## src/hw/instr_cycle_timing_defs.vh

```
// constants for the instruction cycle timing sequencer
`ifndef INSTR_CYCLE_TIMING_DEFS_VH
`define INSTR_CYCLE_TIMING_DEFS_VH
`define CLKS_PER_MCYCLE 3'h4
`define TMR_SLOW_CLKS 4'hc
`define TMR_FAST_CLKS 4'h4
`define MC_MULDIV 3'h5
`define MC_INC_PTR 3'h3
`define MC_XDATA 3'h2
`define MC_MOV_DD 3'h3
`define RST_MCYCLES 3'h1
`endif

```

## src/hw/instr_cycle_timing.v

```verilog
// instruction timing sequencer: machine cycles, address strobe, timer tick
`timescale 1ns/1ns
`include "instr_cycle_timing_defs.vh"

module instr_cycle_timing
(
    input wire I_CLK_SYS,
    input wire I_RST,
    input wire [7:0] I_OPCODE,
    input wire I_TMR_FAST,
    output reg O_ADDR_STROBE,
    output reg O_FETCH,
    output reg [2:0] O_MCYCLES,
    output reg [1:0] O_OPERAND_BYTES,
    output reg O_IMM16,
    output reg O_ADDR11,
    output reg O_ADDR16,
    output reg O_REL_OFFSET,
    output reg O_INDIRECT,
    output reg O_PTR_SEL,
    output reg O_TMR_TICK
);

// ****************************************
// opcode decoding
// ****************************************
// instruction length in bytes, standard encoding
// three-byte forms come first so the wider patterns further down never shadow them
function [1:0] op_len;
    input [7:0] op;
    begin
        op_len = 2'h1;
        casez (op)
            // long jump and call, 16-bit pointer load, bit-test branches
            8'h02, 8'h12, 8'h90: op_len = 2'h3;
            8'h10, 8'h20, 8'h30: op_len = 2'h3;
            // direct with immediate, direct to direct
            8'h43, 8'h53, 8'h63, 8'h75, 8'h85: op_len = 2'h3;
            // compare-and-jump, decrement-and-jump on a direct address
            8'hb4, 8'hb5, 8'hb6, 8'hb7: op_len = 2'h3;
            8'hb8, 8'hb9, 8'hba, 8'hbb: op_len = 2'h3;
            8'hbc, 8'hbd, 8'hbe, 8'hbf: op_len = 2'h3;
            8'hd5: op_len = 2'h3;
            // absolute jump and call: the target is split over opcode and one byte
            8'b???0_0001: op_len = 2'h2;
            8'b???1_0001: op_len = 2'h2;
            // decrement bank register and jump
            8'b1101_1???: op_len = 2'h2;
            // relative branches
            8'h40, 8'h50, 8'h60, 8'h70, 8'h80: op_len = 2'h2;
            // bit operand forms
            8'h72, 8'h82, 8'h92: op_len = 2'h2;
            8'ha0, 8'ha2, 8'hb0, 8'hb2: op_len = 2'h2;
            8'hc2, 8'hd2: op_len = 2'h2;
            // direct operand with accumulator, bank or indirect register
            8'b1010_1???: op_len = 2'h2;
            8'ha6, 8'ha7: op_len = 2'h2;
            8'hc0, 8'hd0, 8'hc5: op_len = 2'h2;
            8'h42, 8'h52, 8'h62: op_len = 2'h2;
            8'he5, 8'hf5: op_len = 2'h2;
            // single-byte accumulator operations that share the immediate column
            8'h04, 8'h14, 8'h84, 8'ha4: op_len = 2'h1;
            8'hc4, 8'hd4, 8'he4, 8'hf4: op_len = 2'h1;
            // remaining immediate-to-accumulator forms
            8'b????_0100: op_len = 2'h2;
            // direct-address column
            8'b????_0101: op_len = 2'h2;
            // immediate to bank or indirect register
            8'b0111_1???: op_len = 2'h2;
            8'b0111_011?: op_len = 2'h2;
            // direct from indirect or bank register
            8'b1000_011?: op_len = 2'h2;
            8'b1000_1???: op_len = 2'h2;
            default: op_len = 2'h1;
        endcase
    end
endfunction

// machine cycles per opcode
function [2:0] op_cycles;
    input [7:0] op;
    reg [2:0] n;
    begin
        n = {1'b0, op_len(op)};
        case (op)
            // multiply and divide by b
            8'ha4: n = `MC_MULDIV;
            8'h84: n = `MC_MULDIV;
            // 16-bit data pointer increment
            8'ha3: n = `MC_INC_PTR;
            // external data moves through the data pointer or an indirect register
            8'he0, 8'hf0: n = `MC_XDATA;
            8'he2, 8'he3: n = `MC_XDATA;
            8'hf2, 8'hf3: n = `MC_XDATA;
            // direct to direct move
            8'h85: n = `MC_MOV_DD;
            default: n = n;
        endcase
        if (n == 3'h0)
            n = 3'h1;
        op_cycles = n;
    end
endfunction

// ****************************************
// pin input synchronisers
// ****************************************
reg [7:0] op_meta;
reg [7:0] op_sync;
reg fast_meta;
reg fast_sync;
// two flops per pin; only the second stage is read by the logic below
always @(posedge I_CLK_SYS or posedge I_RST)
begin
    if (I_RST)
    begin
        op_meta <= 8'h00;
        op_sync <= 8'h00;
    end
    else
    begin
        op_meta <= I_OPCODE;
        op_sync <= op_meta;
    end
end

// the rate select is a slow level, so the two-flop delay costs nothing
always @(posedge I_CLK_SYS or posedge I_RST)
begin
    if (I_RST)
    begin
        fast_meta <= 1'b0;
        fast_sync <= 1'b0;
    end
    else
    begin
        fast_meta <= I_TMR_FAST;
        fast_sync <= fast_meta;
    end
end

// ****************************************
// operand decode
// ****************************************
// decoded every clock from the synchronised opcode but captured only at fetch,
// so an opcode that changes between fetches has no effect
reg [2:0] next_mcycles;
reg [1:0] next_operand_bytes;
reg next_imm16;
reg next_addr11;
reg next_addr16;
reg next_rel_offset;
reg next_indirect;
reg next_ptr_sel;
wire [7:0] op;
assign op = op_sync;
always @*
begin
    // decode only steers timing and operand fetch, never results
    next_mcycles = op_cycles(op);
    next_operand_bytes = op_len(op) - 2'h1;
    next_imm16 = (op == 8'h90);
    next_addr11 = (op[3:0] == 4'h1);
    next_addr16 = (op == 8'h02) || (op == 8'h12);
    case (op)
        8'h10, 8'h20, 8'h30, 8'h40: next_rel_offset = 1'b1;
        8'h50, 8'h60, 8'h70, 8'h80: next_rel_offset = 1'b1;
        8'hb4, 8'hb5, 8'hb6, 8'hb7: next_rel_offset = 1'b1;
        8'hb8, 8'hb9, 8'hba, 8'hbb: next_rel_offset = 1'b1;
        8'hbc, 8'hbd, 8'hbe, 8'hbf: next_rel_offset = 1'b1;
        8'hd5, 8'hd8, 8'hd9, 8'hda: next_rel_offset = 1'b1;
        8'hdb, 8'hdc, 8'hdd, 8'hde: next_rel_offset = 1'b1;
        8'hdf: next_rel_offset = 1'b1;
        default: next_rel_offset = 1'b0;
    endcase
    // external moves sit in another column, so only internal indirect forms land here
    next_indirect = (op[3:1] == 3'h3);
    next_ptr_sel = next_indirect && op[0];
end

// ****************************************
// machine cycle and instruction sequencing
// ****************************************
reg [1:0] phase;
reg [2:0] mc_left;
wire mc_end;
wire fetch_now;
assign mc_end = (phase == 2'h3);
assign fetch_now = mc_end && (mc_left == 3'h1);

// free-running phase: the strobe is registered from the last clock, so it is high in the first clock of every machine cycle but the first one out of reset
always @(posedge I_CLK_SYS or posedge I_RST)
begin
    if (I_RST)
    begin
        phase <= 2'h0;
        O_ADDR_STROBE <= 1'b0;
    end
    else
    begin
        phase <= phase + 2'h1;
        O_ADDR_STROBE <= mc_end;
    end
end

// cycles left in the current instruction; reloaded only on a fetch edge
always @(posedge I_CLK_SYS or posedge I_RST)
begin
    if (I_RST)
    begin
        mc_left <= `RST_MCYCLES;
        O_FETCH <= 1'b0;
    end
    else
    begin
        O_FETCH <= fetch_now;
        if (fetch_now)
            mc_left <= next_mcycles;
        else if (mc_end)
            mc_left <= mc_left - 3'h1;
    end
end

// ****************************************
// decode output registers
// ****************************************
// outputs hold the decode of the instruction in progress until the next fetch
always @(posedge I_CLK_SYS or posedge I_RST)
begin
    if (I_RST)
    begin
        O_MCYCLES <= `RST_MCYCLES;
        O_OPERAND_BYTES <= 2'h0;
        O_IMM16 <= 1'b0;
        O_ADDR11 <= 1'b0;
        O_ADDR16 <= 1'b0;
        O_REL_OFFSET <= 1'b0;
        O_INDIRECT <= 1'b0;
        O_PTR_SEL <= 1'b0;
    end
    else if (fetch_now)
    begin
        O_MCYCLES <= next_mcycles;
        O_OPERAND_BYTES <= next_operand_bytes;
        O_IMM16 <= next_imm16;
        O_ADDR11 <= next_addr11;
        O_ADDR16 <= next_addr16;
        O_REL_OFFSET <= next_rel_offset;
        O_INDIRECT <= next_indirect;
        O_PTR_SEL <= next_ptr_sel;
    end
end

// ****************************************
// timer increment prescaler
// ****************************************
// a slow-to-fast switch may end the running slow period early, never shorten a fast one
reg [3:0] tmr_cnt;
reg [3:0] tick_limit;
always @*
begin
    if (fast_sync)
        tick_limit = `TMR_FAST_CLKS - 4'h1;
    else
        tick_limit = `TMR_SLOW_CLKS - 4'h1;
end

// the tick is registered so it leaves the block straight from a flop
always @(posedge I_CLK_SYS or posedge I_RST)
begin
    if (I_RST)
    begin
        tmr_cnt <= 4'h0;
        O_TMR_TICK <= 1'b0;
    end
    else
    begin
        if (tmr_cnt >= tick_limit)
        begin
            tmr_cnt <= 4'h0;
            O_TMR_TICK <= 1'b1;
        end
        else
        begin
            tmr_cnt <= tmr_cnt + 4'h1;
            O_TMR_TICK <= 1'b0;
        end
    end
end

endmodule

```

## config.mk

```make
export PLATFORM = sky130hd
export DESIGN_NAME = instr_cycle_timing
export DESIGN_NICKNAME = d
export VERILOG_FILES = /design/src/hw/instr_cycle_timing.v
export VERILOG_INCLUDE_DIRS = /design/src /design/src/hw
export SDC_FILE = /design/constraint.sdc
export NUM_CORES = 1
export LEC_CHECK = 0
export BUFFER_PORTS_ARGS = -buffer_cell sky130_fd_sc_hd__buf_2
export CAP_MARGIN = 10
export CORE_MARGIN = 2
export CORE_UTILIZATION = 59
export CTS_CLUSTER_SIZE = 14
export DETAILED_ROUTE_END_ITERATION = 10
export PLACE_DENSITY = 0.78
export SKIP_CTS_REPAIR_TIMING = 1
export SYNTH_ARGS = -nofsm -noshare
export SYNTH_HDL_FRONTEND = slang
export SYNTH_SLANG_ARGS = --single-unit
```

## constraint.sdc

```tcl
create_clock -name I_CLK_SYS -period 4.97 [get_ports I_CLK_SYS]
set_input_delay 0.2485 -clock I_CLK_SYS [delete_from_list [all_inputs] [get_ports I_CLK_SYS]]
set_output_delay 0.2485 -clock I_CLK_SYS [all_outputs]
set_load 0.02 [all_outputs]
```

==> impl_metrics.toml, run 1 <==
[status]
status = "finished, violations left"
violations = "hold timing"

[critical_path]
reg2reg_depth = 6
crit_fanout = 15
reg2reg_slack_ns = 2.83
startpoint_type = "register"
slowest_delay_ns = 0.69
crit_type = "reg -> reg"
end_kind = "register"
critical-path-slowest-cell = "dfrtp_1"
crit_arrival_ns = 2.37
required_ns = 5.20
crit_chain = "nand2b_4 -> or3_1 -> a21oi_2 -> a2111o_1 -> a2111oi_2 -> a311oi_1"

[timing]
rsz0062_at_grt = "no"
finalSetupViolCount = 0
slew_viol_final = 0
post-route-period-util = 0.4305
slew_headroom = 0.6342
max_freq_mhz = 467.4
hold_slack_ns = -0.01663
final-hold-violation-count = 23
fin_skew_ns = 0.01324
layout_min_cycle_time_ns = 2.139
worst_pin_slew_ns = 0.5487
timing.setup.tns_ns = 0

[placement]
dp_hpwl_um = 2260
gp_congestion = 1.001
io_buffers = 24

[synthesis]
ys_types = 50
synth_common_cells = "dfrtp_1, nor2_1, nand2_1, inv_1, o21ai_0"
synth_cells = 171
synth_area_leaders = "dfrtp_1, nor2_1, nand2_1, ha_1, dfstp_2"
yosys_warnings = 0
synth-edff-count = 0
synthArstFlopShare = 1.000
synth_top_area_frac = 0.5277
syn_area_per_cell_um2 = 10.81
synth.most_common_cell = "dfrtp_1"
synth_nets = 187
netlist_area_um2 = 1849
ys_seq_area_frac = 0.5562
synth_top_family_by_area = "simple AND/OR/NAND/NOR gates"
yosys_most_used_dff = "dfrtp_1"
muxShareOfSynthArea = 0
ys_ff_latch = 41
synth_compound_area_frac = 0.1495
synth_area_leader_cell = "dfrtp_1"
yosys.area_share.simple = 0.1847
synth-adder-area-share = 0.03383
synth-xor-area-share = 0.02300

[floorplanning]
die_w_um = 59.99
initial_utilization = 0.6107
placementRows = 20
ios = 25
dieArea_um2 = 3598
fp.dieH_um = 59.99
coreArea_um2 = 3028

[global_routing]
grt_pass1_vias = 1230
grt_overflow_total = 0
grt_max_degree = 42
grt_pass1_wl_um = 5623
grt_usage = 0.2132
antenna_found_initial = 0

[power_and_ir_drop]
p_seq_frac = 0.555
p_sw_frac = 0.3355
p_per_area_nw_per_um2 = 381.1
power_leakage_uw = 0.0009639
p_comb_frac = 0.240
clockPowerShare = 0.206
internal_power_uw = 535.4
ir_drop_uv = 251.2
p_sw_uw = 270.3

[drt]
drt_iter0_drc = 71
wl_per_cell_um = 13.66
routed_wl_um = 3375
remaining_drc_errors = 0
via_per_inst = 5.494
ant_nets = 0
num_vias = 1357
first_pass_iters = 4

[run]
maxCapViolCount = 0

[clock_tree]
clockBufferDepth = 2
cts.clk_slew.worst_paths_ns = 0.13
clockRootBuffer = "clkbuf_4"
cts_tree = "built"
cts_max_level = 2
clkLatencyLatePin_ns = 0.36
cts.sinks = 41
cts_made_buffers = 5

[layout]
n_antenna_cell = 0
drive_above_1_share = 0.2167
finish.utilization = 0.6983
final_nets = 218
area.growth.synth_to_final_pct = 14.34

[hold_path]
hp-class = "in -> async"
-- cell usage in the layout (no fill, tap or decap), types with 3 or more instances in the layout --
master         instances
o21ai_1                3
nor3_1                 4
nand3_1                4
clkbuf_4               5
dlygate4sd3_1          9
dfrtp_1               39
ha_1                   5
nor2_1                19
a21oi_1                5
buf_2                 24
a31oi_1                5
inv_1                  7
a2111oi_2              3
o21ai_0                7
nand2_1               18
clkinvlp_4             3
-- per-stage QoR --
step	setup WS (ns)	power (uW)	std cells	hold WS [ns]	area [um2]
final	2.831	805.8	247	-0.01663	2115
after global routing	2.690	863.3	247	0.03173	2115
after CTS	2.827	813.6	238	-0.02899	2024
after detailed placement	2.847	644.7	230	0.3347	1964
after global placement	2.959	634.8	230	0.3326	1964
after floorplan	3.050	587.8	171	0.2799	1849
-- power by group through the flow --
stage | clock (uW) | sequential, uW | combinational, uW
6_report | 166 | 447 | 193
5_1_grt | 186 | 456 | 221
3_5_place_dp | 0 | 454 | 191
4_1_cts | 175 | 447 | 191
2_1_floorplan | 0 | 476 | 112
3_3_place_gp | 0 | 450 | 185
-- metal layers --
layer	part of all wire	vias to the layer above	track usage
met5	0	-	0
met4	0.015	0	0.07937
met3	0.065	5	0.05844
met2	0.49	63	0.3416
met1	0.43	619	0.2762
li1	-	670	-
-- final timing paths --
path                                           start                       end
worst max-delay path                 op[6]$_DFF_PP0_    mc_left[1]$_DFFE_PP0P_
worst min-delay path                           I_RST           op[4]$_DFF_PP0_
worst max register to register       op[6]$_DFF_PP0_    mc_left[1]$_DFFE_PP0P_
worst min register to register  op_meta[4]$_DFF_PP0_           op[4]$_DFF_PP0_
max in group asynchronous                      I_RST  O_MCYCLES[0]$_DFFE_PP1P_
min in group I_CLK_SYS          op_meta[4]$_DFF_PP0_           op[4]$_DFF_PP0_
-- kinds of logic (layout without fill, tap and decap cells) --
| group | Yosys count | after routing |
|---|---|---|
| xor gates and xnor gates | 4 | 4 |
| AOI/OAI and AO/OA | 38 | 38 |
| buffers and inverters | 18 | 50 |
| DFF | 41 | 41 |
| and+or+nand+nor | 65 | 65 |
| adders and majority gates | 5 | 5 |
-- final cells by class --
| type | count | area, um2 |
|---|---|---|
| timing repair buffer | 34 | 217.7 |
| sequential | 41 | 1028 |
| inverter | 8 | 30.03 |
| clock inverter | 3 | 22.52 |
| tap | 44 | 55.05 |
| fill | 247 | 913.4 |
| clock buffer | 5 | 37.54 |
| multi-input combinational | 112 | 723.2 |
-- critical path: cells and delay by family, from the launching register on --
family | cells | cell delay, ns
AO/OA/AOI/OAI | 4 | 0.89
flip-flops | 1 | 0.69
AND/OR/NAND/NOR | 2 | 0.43
-- sequential cells by signal (all words and copies together) (netlist names), 2 cells and up --
name and cells:
mc_left 3, O_OPERAND_BYTES 2, phase 2, O_MCYCLES 3, op 8, op_meta 8, tmr_cnt 4
Note: power is estimated with default switching activity, not from simulation.
==> run 2: changes to the inputs <==
- CORE_UTILIZATION: 59 -> 56
- PLACE_DENSITY: 0.78 -> 0.75
- clock period: 4.97 -> 2.12 ns (I/O delays scaled with it)
==> impl_metrics.toml, run 2 (synthesized netlist as in run 1, its figures left out) <==
[global_routing]
grt_pass1_wl_um = 5720
grt_pass1_vias = 1324
grt_max_degree = 42
grt_overflow_total = 0
grt_usage = 0.2137
antenna_found_initial = 0

[clock_tree]
cts.clk_slew.worst_paths_ns = 0.12
clockRootBuffer = "clkbuf_4"
cts_made_buffers = 5
cts.sinks = 41
cts_max_level = 2
cts_tree = "built"
clkLatencyLatePin_ns = 0.35
clockBufferDepth = 2

[floorplanning]
initial_utilization = 0.5960
ios = 25
coreArea_um2 = 3103
fp.dieH_um = 61.47
die_w_um = 61.47
dieArea_um2 = 3778
placementRows = 20

[layout]
regArea_um2 = 1032
multiInputGateArea_um2 = 735.7
final_nets = 223
n_antenna_cell = 0
drive_above_1_share = 0.2500
nFillCells = 253
mostFrequentLayoutCell = "dfrtp_1"
area.growth.synth_to_final_pct = 18.13
final_cell_mix = "dfrtp_1, buf_2, nor2_1, nand2_1, dlygate4sd3_1"

[timing]
hold_slack_ns = 0.3598
slew_headroom = 0.6578
final-hold-violation-count = 0
timing.setup.tns_ns = 0
rsz0062_at_grt = "no"
worst_pin_slew_ns = 0.5062
slew_viol_final = 0
fin_skew_ns = 0.006886
finalSetupViolCount = 0
max_freq_mhz = 500.0
layout_min_cycle_time_ns = 2.000
post-route-period-util = 0.9435

[drt]
via_per_inst = 5.615
ant_nets = 0
routed_wl_um = 3554
num_vias = 1415
drt_iter0_drc = 101
wl_per_cell_um = 14.10
remaining_drc_errors = 0
first_pass_iters = 4

[hold_path]
hp-class = "reg -> reg"
min-delay-start = "op_meta[7]$_DFF_PP0_"

[critical_path]
reg2reg_from = "op[2]$_DFF_PP0_"
startpoint_type = "register"
critPathLaunch = "op[2]$_DFF_PP0_"
crit_type = "reg -> reg"
crit_arrival_ns = 2.23
required_ns = 2.35
end_kind = "register"
crit_fanout = 11

[placement]
gp_congestion = 0.9751
io_buffers = 24
dp_hpwl_um = 2429

[power_and_ir_drop]
power_leakage_uw = 0.001013
ir_drop_uv = 672.6
p_comb_frac = 0.240
p_seq_frac = 0.533
p_sw_frac = 0.3221
internal_power_uw = 1333
clockPowerShare = 0.228
p_per_area_nw_per_um2 = 899.9
p_sw_uw = 633.2

[run]
maxCapViolCount = 0

[status]
status = "completed"
-- run 2: cell types whose count changed in the layout (fill, tap and decap cells not counted), sizes merged --
| cell | before | now |
|---|---|---|
| buf | 25 | 29 |
| clkbuf | 5 | 7 |
| clkinvlp | 3 | 0 |
| dlygate4sd3 | 9 | 10 |
| inv | 7 | 8 |
-- run 2: power by group through the flow --
stage	logic [uW]	registers, uW	clock network [uW]
after floorplan	262	1120	0
after global placement	438	1050	0
after detailed placement	461	1060	0
after CTS	463	1050	464
after global routing	542	1070	508
final	471	1050	448
-- run 2: worst paths after layout --
| kind | endpoint | slack, ns | depth (start not counted) |
|---|---|---|---|
| max in group asynchronous | op[0]$_DFF_PP0_ | 1.34 | 4 |
| setup reg to reg | mc_left[1]$_DFFE_PP0P_ | 0.12 | 4 |
| setup / recovery | mc_left[1]$_DFFE_PP0P_ | 0.12 | 4 |
| hold / removal | op[7]$_DFF_PP0_ | 0.36 | 0 |
| min in group asynchronous | op_meta[2]$_DFF_PP0_ | 0.42 | 4 |
| hold reg to reg | op[7]$_DFF_PP0_ | 0.36 | 0 |
-- run 2: cell type report --
cell class              count  share of cell area
inverters                   8             0.01375
repair buffers             39              0.1180
multi-input cells         112              0.3368
clock buffers               7             0.02978
flip-flops and latches     41              0.4725
clock inverters             1            0.004009
well taps                  44             0.02520
-- run 2: critical path, cell delays in order (launching register included) --
cell,delay (ns)
dfrtp_1,0.61
nor4b_1,0.49
nand3b_1,0.22
a2111oi_2,0.47
a311oi_1,0.09
-- run 2: routing by layer --
metal	vias up	routed length [um]	track usage
met5	-	0	0
met4	0	74	0.1033
met3	8	247	0.08403
met2	66	1875	0.3495
met1	676	1357	0.2459
li1	665	-	-
-- run 2: stage by stage --
step                total power, uW  cell area (um2)  setup WS [ns]  utilization  cells
global placement               1489             1994         0.1758       0.6427    234
finish                         1966             2185         0.1198       0.7040    252
detailed placement             1523             1994         0.1148       0.6427    234
global route                   2118             2185        0.03708       0.7040    252
CTS                            1972             2068        0.07208       0.6665    242
floorplan                      1378             1849         0.1997            -    171
==> run 3: changes to the inputs <==
- CORE_ASPECT_RATIO: not set -> 0.5
==> impl_metrics.toml, run 3 (synthesized netlist as in run 1, its figures left out) <==
[drt]
routed_wl_um = 3782
drt_iter0_drc = 132
wl_per_cell_um = 15.07
ant_nets = 0
first_pass_iters = 4
via_per_inst = 5.498
remaining_drc_errors = 0
num_vias = 1380

[placement]
place_ws_ns = 0.1233
dpl-instance-area_um2 = 2012
dp_cells = 233
dp_hpwl_um = 2447
gp_congestion = 0.9403
io_buffers = 24

[floorplanning]
dieArea_um2 = 3806
fp.dieH_um = 44.64
coreArea_um2 = 3083
initial_utilization = 0.5998
placementRows = 14
ios = 25
die_w_um = 85.27

[critical_path]
startpoint_type = "register"
required_ns = 2.29
end_kind = "register"
crit_type = "reg -> reg"
crit_arrival_ns = 2.20
crit_fanout = 10

[clock_tree]
cts_max_level = 2
cts.sinks = 41
clkLatencyLatePin_ns = 0.29
clockRootBuffer = "clkbuf_8"
cts_made_buffers = 5
cts_tree = "built"
clockBufferDepth = 2
cts.clk_slew.worst_paths_ns = 0.08

[timing]
worst_pin_slew_ns = 0.5094
timing.setup.tns_ns = 0
post-route-period-util = 0.9566
fin_skew_ns = 0.004055
max_freq_mhz = 493.1
finalSetupViolCount = 0
rsz0062_at_grt = "no"
final-hold-violation-count = 0
fin_ws_ns = 0.09197
slew_viol_final = 0
slew_headroom = 0.6578
layout_min_cycle_time_ns = 2.028

[layout]
final_nets = 226
finalNonFillerCells = 251
final_cell_mix = "dfrtp_1, buf_2, nor2_1, nand2_1, dlygate4sd3_1"
final_area_um2 = 2268
drive_above_1_share = 0.2512
mostFrequentLayoutCell = "dfrtp_1"
area.growth.synth_to_final_pct = 22.67
n_antenna_cell = 0
nFillCells = 208

[global_routing]
grt_usage = 0.2145
grt_pass1_vias = 1217
grt_overflow_total = 0
grt_pass1_wl_um = 6058
antenna_found_initial = 0
grt_max_degree = 42

[hold_path]
hp-class = "reg -> reg"

[run]
maxCapViolCount = 0

[power_and_ir_drop]
power_uw = 2273
ir_drop_uv = 788.2
power_leakage_uw = 0.001052
p_per_area_nw_per_um2 = 1002

[status]
status = "completed"
[run 3: where the power goes]
group | internal (uW) | switching, uW | leakage (uW) | total (uW)
logic | 197 | 297 | 0.000486 | 494
registers | 942 | 104 | 0.000498 | 1050
clock network | 468 | 265 | 0.0000681 | 733
total | 1610 | 666 | 0.00105 | 2270
[run 3: stage by stage]
stage	util	hold WS (ns)
after global placement	0.6526	0.2135
final	0.7358	0.3512
after floorplan	-	0.1374
after CTS	0.6960	-0.09159
after detailed placement	0.6526	0.2153
after global routing	0.7358	0.3571
[run 3: per-layer routing]
metal | global-route usage | vias up | routed length, um
li1 | - | 676 | -
met4 | 0.05714 | 0 | 19
met2 | 0.3109 | 43 | 1787
met1 | 0.3167 | 658 | 1748
met5 | 0 | - | 0
met3 | 0.06530 | 3 | 227
[run 3: layout make-up]
cell class	count	area, um2	share of cell area
clock buffer	5	68.82	0.03034
sequential	41	1031	0.4545
multi-input combinational	112	743.2	0.3276
tap	40	50.05	0.02206
clock inverter	3	65.06	0.02868
inverter	8	30.03	0.01324
timing repair buffer	42	280.3	0.1236
[run 3: critical path, stage by stage (launching register included)]
cell       delay [ns]
dfrtp_1          0.53
or2b_1           0.25
nand3b_1         0.20
a21oi_2          0.07
a2111o_1         0.42
a2111oi_4        0.32
a311oi_1         0.10
[run 3: worst paths after layout]
kind                                            from                endpoint  slack (ns)  cells past startpoint
worst max-delay path                 op[0]$_DFF_PP0_  mc_left[1]$_DFFE_PP0P_        0.09                      6
worst max register to register       op[0]$_DFF_PP0_  mc_left[1]$_DFFE_PP0P_        0.09                      6
worst min register to register  op_meta[7]$_DFF_PP0_         op[7]$_DFF_PP0_        0.35                      0
min in group asynchronous                      I_RST    O_TMR_TICK$_DFF_PP0_        0.49                      4
max in group asynchronous                      I_RST  mc_left[0]$_DFFE_PP1P_        1.26                      4
worst min-delay path            op_meta[7]$_DFF_PP0_         op[7]$_DFF_PP0_        0.35                      0
